===== src/hw/tovf_regs.svh =====
// Timer control flag register: address, bit positions, reset value
`ifndef TOVF_REGS_SVH
`define TOVF_REGS_SVH

`define TOVF_CTRL_ADDR 8'h88
`define TOVF_CTRL_RESET 8'h00
`define TOVF_RESET_T1_FLAG 1'b0
`define TOVF_RESET_T1_RUN 1'b0
`define TOVF_RESET_T0_FLAG 1'b0
`define TOVF_RESET_T0_RUN 1'b0
`define TOVF_BIT_T1_FLAG 3'd7
`define TOVF_BIT_T1_RUN 3'd6
`define TOVF_BIT_T0_FLAG 3'd5
`define TOVF_BIT_T0_RUN 3'd4
`define TOVF_LOW_NIBBLE_READ 4'h0

`endif


===== src/hw/tovf_pkg.sv =====
// Types shared by the timer overflow flag block
package tovf_pkg;
    typedef logic [7:0] tovf_byte_t;
    typedef logic [2:0] tovf_bitsel_t;
endpackage


===== src/hw/tovf_rst_sync.sv =====
// Reset release synchroniser: asserts at once, releases after two clocks
module tovf_rst_sync (
    // Clock and raw reset
    input wire logic clock,
    input wire logic rst_n,
    // Synchronised reset
    output logic rst_sync_n
);
    logic [1:0] stage_q;
    logic [1:0] stage_d;

    always_comb begin
        stage_d = {stage_q[0], 1'b1};
    end

    always_ff @(posedge clock or negedge rst_n) begin
        if (!rst_n) begin
            stage_q <= 2'b00;
        end else begin
            stage_q <= stage_d;
        end
    end

    assign rst_sync_n = stage_q[1];
endmodule


===== src/hw/tovf_timer_flags.sv =====
// Timer control register: overflow flags and run controls of timers zero and one
//
// Notes on behaviour
// - Timer one overflow sets the timer one flag, bit 7.
// - Vectoring to the timer one service routine clears the timer one flag.
// - Timer zero overflow sets the timer zero flag, bit 5.
// - Vectoring to the timer zero service routine clears the timer zero flag.
// - Software writes may clear either flag, besides the vectoring clear.
// - Timer zero runs only while its run bit, bit 4, is 1.
// - In split mode the upper byte overflow sets the timer one flag.
`include "tovf_regs.svh"

module tovf_timer_flags #(
    parameter logic [7:0] SFR_ADDR = `TOVF_CTRL_ADDR
) (
    // Clock and reset
    input wire logic clock,
    input wire logic rst_n,
    // Special function register bus, byte access
    input wire logic [7:0] sfr_addr,
    input wire logic sfr_wr,
    input wire logic sfr_rd,
    input wire logic [7:0] sfr_wdata,
    output logic [7:0] sfr_rdata,
    // Special function register bus, single bit write
    input wire logic [7:0] bit_addr,
    input wire logic bit_wr,
    input wire logic bit_wdata,
    // Overflow pulses from the counters
    input wire logic timer_zero_ovf,
    input wire logic timer_one_ovf,
    input wire logic timer_zero_upper_byte_ovf,
    input wire logic timer_zero_split_mode,
    // Interrupt vectoring acknowledges
    input wire logic vector_timer_zero,
    input wire logic vector_timer_one,
    // Run enables and interrupt requests
    output logic timer_zero_run,
    output logic timer_one_run,
    output logic timer_zero_overflow_flag,
    output logic timer_one_overflow_flag
);

    ////////////////////////////////////////////////////////////////////////////
    // Elaboration check

    // Bit addressing needs the register on an eight-aligned address
    if (SFR_ADDR[2:0] != 3'h0) begin : g_addr_check
        $error("SFR_ADDR must be a multiple of eight");
    end

    // Stored bits sit in the upper nibble; the lower nibble always reads zero
    if (`TOVF_BIT_T0_RUN < 3'd4) begin : g_bit_check
        $error("Register bits must lie in the upper nibble");
    end

    ////////////////////////////////////////////////////////////////////////////
    // Reset

    logic rst_sync_n;

    tovf_rst_sync u_rst_sync (
        .clock(clock),
        .rst_n(rst_n),
        .rst_sync_n(rst_sync_n)
    );

    ////////////////////////////////////////////////////////////////////////////
    // Helpers

    // Hardware set wins over every clear; a write beats the vectoring clear
    function automatic logic flag_next(
        input logic cur,
        input logic set,
        input logic vec_clr,
        input logic wr_en,
        input logic wr_val
    );
        logic res;
        res = cur;
        if (set) begin
            res = 1'b1;
        end else if (wr_en) begin
            res = wr_val;
        end else if (vec_clr) begin
            res = 1'b0;
        end
        return res;
    endfunction

    function automatic logic bit_of(input tovf_pkg::tovf_byte_t val, input tovf_pkg::tovf_bitsel_t sel);
        return val[sel];
    endfunction

    // Byte strobes compare the whole address, bit strobes only the upper five bits
    function automatic logic byte_match(input tovf_pkg::tovf_byte_t addr);
        return addr == SFR_ADDR;
    endfunction

    function automatic logic bit_match(input tovf_pkg::tovf_byte_t addr);
        return addr[7:3] == SFR_ADDR[7:3];
    endfunction

    function automatic tovf_pkg::tovf_byte_t pack_reg(
        input logic flag1,
        input logic run1,
        input logic flag0,
        input logic run0
    );
        tovf_pkg::tovf_byte_t res;
        res = {4'h0, `TOVF_LOW_NIBBLE_READ};
        res[`TOVF_BIT_T1_FLAG] = flag1;
        res[`TOVF_BIT_T1_RUN] = run1;
        res[`TOVF_BIT_T0_FLAG] = flag0;
        res[`TOVF_BIT_T0_RUN] = run0;
        return res;
    endfunction

    ////////////////////////////////////////////////////////////////////////////
    // Write decode

    logic byte_hit;
    logic bit_hit;
    logic read_hit;
    tovf_pkg::tovf_byte_t wr_mask;
    tovf_pkg::tovf_byte_t wr_val;

    always_comb begin
        byte_hit = sfr_wr && byte_match(sfr_addr);
        bit_hit = bit_wr && bit_match(bit_addr);
        read_hit = sfr_rd && byte_match(sfr_addr);
        wr_mask = 8'h00;
        wr_val = 8'h00;
        if (byte_hit) begin
            wr_mask = 8'hFF;
            wr_val = sfr_wdata;
        end else if (bit_hit) begin
            wr_mask = 8'h01 << bit_addr[2:0];
            wr_val = {8{bit_wdata}};
        end
    end

    ////////////////////////////////////////////////////////////////////////////
    // Overflow events

    logic t0_event;
    logic t1_event;

    always_comb begin
        // A halted counter produces no overflow
        t0_event = timer_zero_ovf && timer_zero_run;
        if (timer_zero_split_mode) begin
            // Split mode: timer one cannot touch its flag, the upper byte owns it
            t1_event = timer_zero_upper_byte_ovf && timer_one_run;
        end else begin
            t1_event = timer_one_ovf && timer_one_run;
        end
    end

    ////////////////////////////////////////////////////////////////////////////
    // Overflow flags

    logic t1_flag_q;
    logic t1_flag_d;
    logic t0_flag_q;
    logic t0_flag_d;

    always_comb begin
        t1_flag_d = flag_next(t1_flag_q, t1_event, vector_timer_one,
            bit_of(wr_mask, `TOVF_BIT_T1_FLAG), bit_of(wr_val, `TOVF_BIT_T1_FLAG));
        t0_flag_d = flag_next(t0_flag_q, t0_event, vector_timer_zero,
            bit_of(wr_mask, `TOVF_BIT_T0_FLAG), bit_of(wr_val, `TOVF_BIT_T0_FLAG));
    end

    always_ff @(posedge clock or negedge rst_sync_n) begin
        if (!rst_sync_n) begin
            t1_flag_q <= `TOVF_RESET_T1_FLAG;
            t0_flag_q <= `TOVF_RESET_T0_FLAG;
        end else begin
            t1_flag_q <= t1_flag_d;
            t0_flag_q <= t0_flag_d;
        end
    end

    ////////////////////////////////////////////////////////////////////////////
    // Run controls

    logic t1_run_q;
    logic t1_run_d;
    logic t0_run_q;
    logic t0_run_d;

    always_comb begin
        t1_run_d = t1_run_q;
        if (bit_of(wr_mask, `TOVF_BIT_T1_RUN)) begin
            t1_run_d = bit_of(wr_val, `TOVF_BIT_T1_RUN);
        end
        t0_run_d = t0_run_q;
        if (bit_of(wr_mask, `TOVF_BIT_T0_RUN)) begin
            t0_run_d = bit_of(wr_val, `TOVF_BIT_T0_RUN);
        end
    end

    always_ff @(posedge clock or negedge rst_sync_n) begin
        if (!rst_sync_n) begin
            t1_run_q <= `TOVF_RESET_T1_RUN;
            t0_run_q <= `TOVF_RESET_T0_RUN;
        end else begin
            t1_run_q <= t1_run_d;
            t0_run_q <= t0_run_d;
        end
    end

    ////////////////////////////////////////////////////////////////////////////
    // Read data

    tovf_pkg::tovf_byte_t rdata_q;
    tovf_pkg::tovf_byte_t rdata_d;

    always_comb begin
        // State before any same-cycle write, one cycle after the strobe; idle reads zero
        rdata_d = 8'h00;
        if (read_hit) begin
            rdata_d = pack_reg(t1_flag_q, t1_run_q, t0_flag_q, t0_run_q);
        end
    end

    always_ff @(posedge clock or negedge rst_sync_n) begin
        if (!rst_sync_n) begin
            rdata_q <= `TOVF_CTRL_RESET;
        end else begin
            rdata_q <= rdata_d;
        end
    end

    assign timer_zero_run = t0_run_q;
    assign timer_one_run = t1_run_q;
    assign timer_zero_overflow_flag = t0_flag_q;
    assign timer_one_overflow_flag = t1_flag_q;
    assign sfr_rdata = rdata_q;
endmodule


===== config.mk =====
export PLATFORM = sky130hd
export DESIGN_NAME = tovf_timer_flags
export DESIGN_NICKNAME = d
export VERILOG_FILES = /design/src/hw/tovf_pkg.sv /design/src/hw/tovf_rst_sync.sv /design/src/hw/tovf_timer_flags.sv
export VERILOG_INCLUDE_DIRS = /design/src /design/src/hw
export SDC_FILE = /design/constraint.sdc
export NUM_CORES = 1
export LEC_CHECK = 0
export ABC_AREA = 1
export BUFFER_PORTS_ARGS = -buffer_cell sky130_fd_sc_hd__buf_4
export CAP_MARGIN = 5
export CORE_MARGIN = 2
export CORE_UTILIZATION = 31
export DETAILED_ROUTE_END_ITERATION = 10
export HOLD_SLACK_MARGIN = 0.12
export PLACE_DENSITY = 0.74
export REMOVE_ABC_BUFFERS = 1
export SLEW_MARGIN = 20
export SYNTH_ARGS = -nofsm -noshare
export SYNTH_HDL_FRONTEND = slang
export SYNTH_HIERARCHICAL = 1
export SYNTH_SLANG_ARGS = --single-unit

===== constraint.sdc =====
create_clock -name clock -period 0.8 [get_ports clock]
set_input_delay 0.16 -clock clock [delete_from_list [all_inputs] [get_ports clock]]
set_output_delay 0.16 -clock clock [all_outputs]
set_load 0.01 [all_outputs]

==> key figures <==
Place
  – Gp weighted congestion: 0.737
  – HPWL after detailed placement: 1.30 mm
  – PortBufs: 39
  – Placed cell areas: 992 um^2

Power and ir drop
  – Peak supply drop: 603 uV
  – Pleak: 0.622 nW
  – Pwr Density: 1140 nW/um^2
  – Total power: 1.34 mW

STA
  – Tmin final: 1040 ps
  – Setup Viol. Count Final: 14
  – Max Clock Freq: 957 MHz
  – Slew Limit Fails: 0
  – Worst Setup Slack, final: -245 ps
  – Worst clock skew: 4.73 ps
  – Final hold violations: 0
  – Tcrit/Tclk final: 131%
  – RSZ-0062 raised after global routing: yes

Cells and area
  – Final instance area: 1170 um^2
  – FILL cells: 185
  – Most frequent cells in the layout: buf_4, inv_1, nand2_1, buf_6
  – Commonest non-fill, non-tap cell in the layout: buf_4
  – Antenna diodes: 0
  – Layout cells sized above 1: 51.4%
  – Final layout net count: 179
  – Synth-to-layout area growth: 79.2%

Synth
  – Syn. warnings: 6
  – Area contributors post-synth: dfrtp_1, nand3_1, inv_1, nand2_1, nor2_4
  – Synth Register Bits: 10
  – Post-synthesis mux area share: 0%
  – Count of different cell masters after synthesis: 16
  – Cell taking the most area after synthesis: dfrtp_1
  – Largest family of logic cells by synthesized area: simple AND/OR/NAND/NOR gates
  – Synth Area in Compound Gates: 4.97%
  – Mean Syn Cell Area: 7.52 um^2
  – Post-Synth Adder-Cell Area: 0%
  – Top cell type's share of synthesized area: 38.2%
  – Mapped Area: 654 um^2
  – XOR/XNOR Fraction of Synth Area: 0%
  – Mapped Cells: 87
  – Post-synthesis sequential area ratio: 38.2%
  – Simple-Gate Fraction of Synth Area: 40.7%

Global route
  – Gr usage total: 14.4%
  – Vias in the first global route: 719
  – Largest net degree at the start of global routing: 11
  – First-pass GRT wire length: 2.69 mm
  – Gr ovfl total: 0
  – Initial antenna violation count: 0

Clock network
  – Max Root-Sink Buffers: 2
  – CTS Root Cell: clkbuf_4
  – Clk pin slew, worst setup/hold paths: 60 ps
  – Worst skew pair latency: 260 ps
  – CTS tree: yes
  – H-tree lvl count: 1
  – # clock sinks: 10
  – TritonCTS Buffers: 3

Floorplanning
  – Die height: 49.9 um
  – Die ar.: 2490 um^2
  – CORE AREA: 1980 um^2
  – I/O pin cnt: 48
  – Initial core utilization: 33.0%
  – Chip Width: 49.9 um
  – Rows: 16

Detailed routing
  – Routed vias/inst: 4.29
  – DRC Markers: 0
  – ANT nets after route: 0
  – Routed WL per cell: 9.50 um
  – Routed wire length: 1.61 mm
  – Initial DRT Pass Iterations: 3
  – Via count: 725
  – Starting DRT DRC Count: 4

Critical path
  – FF-to-FF Start: timer_one_run
  – CP Data Required Time: 640 ps
  – Critical path arrival: 880 ps
  – Worst setup EP type: output port
  – Register-to-register setup slack: -240 ps
  – CP Class: flip-flop to output port
  – Worst-path maximum fanout: 2
  – Crit start category: flip-flop
  – Critical Path Source: timer_one_run

Status
  – Status: finished with violations
  – Failing checks: negative setup slack

Hold path
  – Hold Startpoint: sfr_wdata[7]
  – Hold Path Class: primary input to flip-flop

Flow run
  – Max cap viols: 0
-- critical path: stages, from the launching register on --
cell     delay [ps]
dfrtp_1         390
buf_6           120
buf_6           110
-- logic make-up after synthesis --
family	after synthesis
and+or+nand+nor	48
buffers and inverters	22
DFF	10
AOI/OAI and AO/OA	5
other	2
-- final cells by class --
class	count	area [um^2]	area share, %
repair buffers	52	444	37.9
clock buffers	4	36.3	3.09
flip-flops and latches	10	251	21.5
multi-input cells	58	337	28.7
inverters	18	70.1	5.98
well taps	27	33.8	2.88
-- metrics by stage --
| step | hold slack (ps) | worst slack [ps] | utilization (%) | instances | setup TNS (ps) |
|---|---|---|---|---|---|
| final | 126 | -245 | 59.2 | 169 | -1910 |
| after global routing | 122 | -276 | 59.2 | 169 | -2340 |
| after CTS | 117 | -251 | 57.9 | 167 | -1700 |
| after detailed placement | -56.8 | -208 | 50.1 | 156 | -1420 |
| after global placement | -57.0 | -176 | 50.1 | 156 | -1160 |
| after floorplan | -136 | -47.3 | - | 86 | -87.0 |
-- metal layers --
metal  GRT usage [%]  wire [um]  up-vias
met5               0          0        -
met2            29.6        959       26
li1                -          -      375
met4            5.56          6        0
met3            3.33        115        2
met1            13.1        523      322
-- flip-flops by register name, indices dropped and copies added (netlist names) --
register / count
sfr_rdata: 4
u_rst_sync/stage_q: 2
timer_one_run: 1
timer_zero_overflow_flag: 1
timer_zero_run: 1
timer_one_overflow_flag: 1
-- synthesized netlist by cell type (all sizes together) --
master	n
inv	18
nor2	16
nand2	15
nand3	15
dfrtp	10
buf	4
a21oi	2
conb	2
nand4	2
o211ai	2
a211oi	1
-- where the power goes --
part | total, mW | leakage (nW) | switching, mW | internal, mW
registers | 0.549 | 0.133 | 0.0224 | 0.527
logic | 0.352 | 0.468 | 0.138 | 0.214
clock network | 0.440 | 0.0210 | 0.165 | 0.276
total | 1.34 | 0.622 | 0.325 | 1.02
-- what timing repair did --
| item | 4_1_cts | 5_1_grt |
|---|---|---|
| hold endpoints to repair | 4 | 0 |
| setup endpoints to repair | 10 | 14 |
| pin swaps | 4 | 1 |
| resized for setup | 18 | 3 |
| hold buffers | 2 | 0 |
| buffers inserted | 5 | 2 |
-- path summary, 6_finish.rpt --
kind,end,cells past startpoint
max,timer_one_run,2
min,timer_one_overflow_flag,3
max reg2reg,timer_one_overflow_flag,6
min reg2reg,timer_one_run,0
max in group asynchronous,timer_zero_run,0
min in group asynchronous,timer_one_run,0
Power figures use the tool's default switching activity.
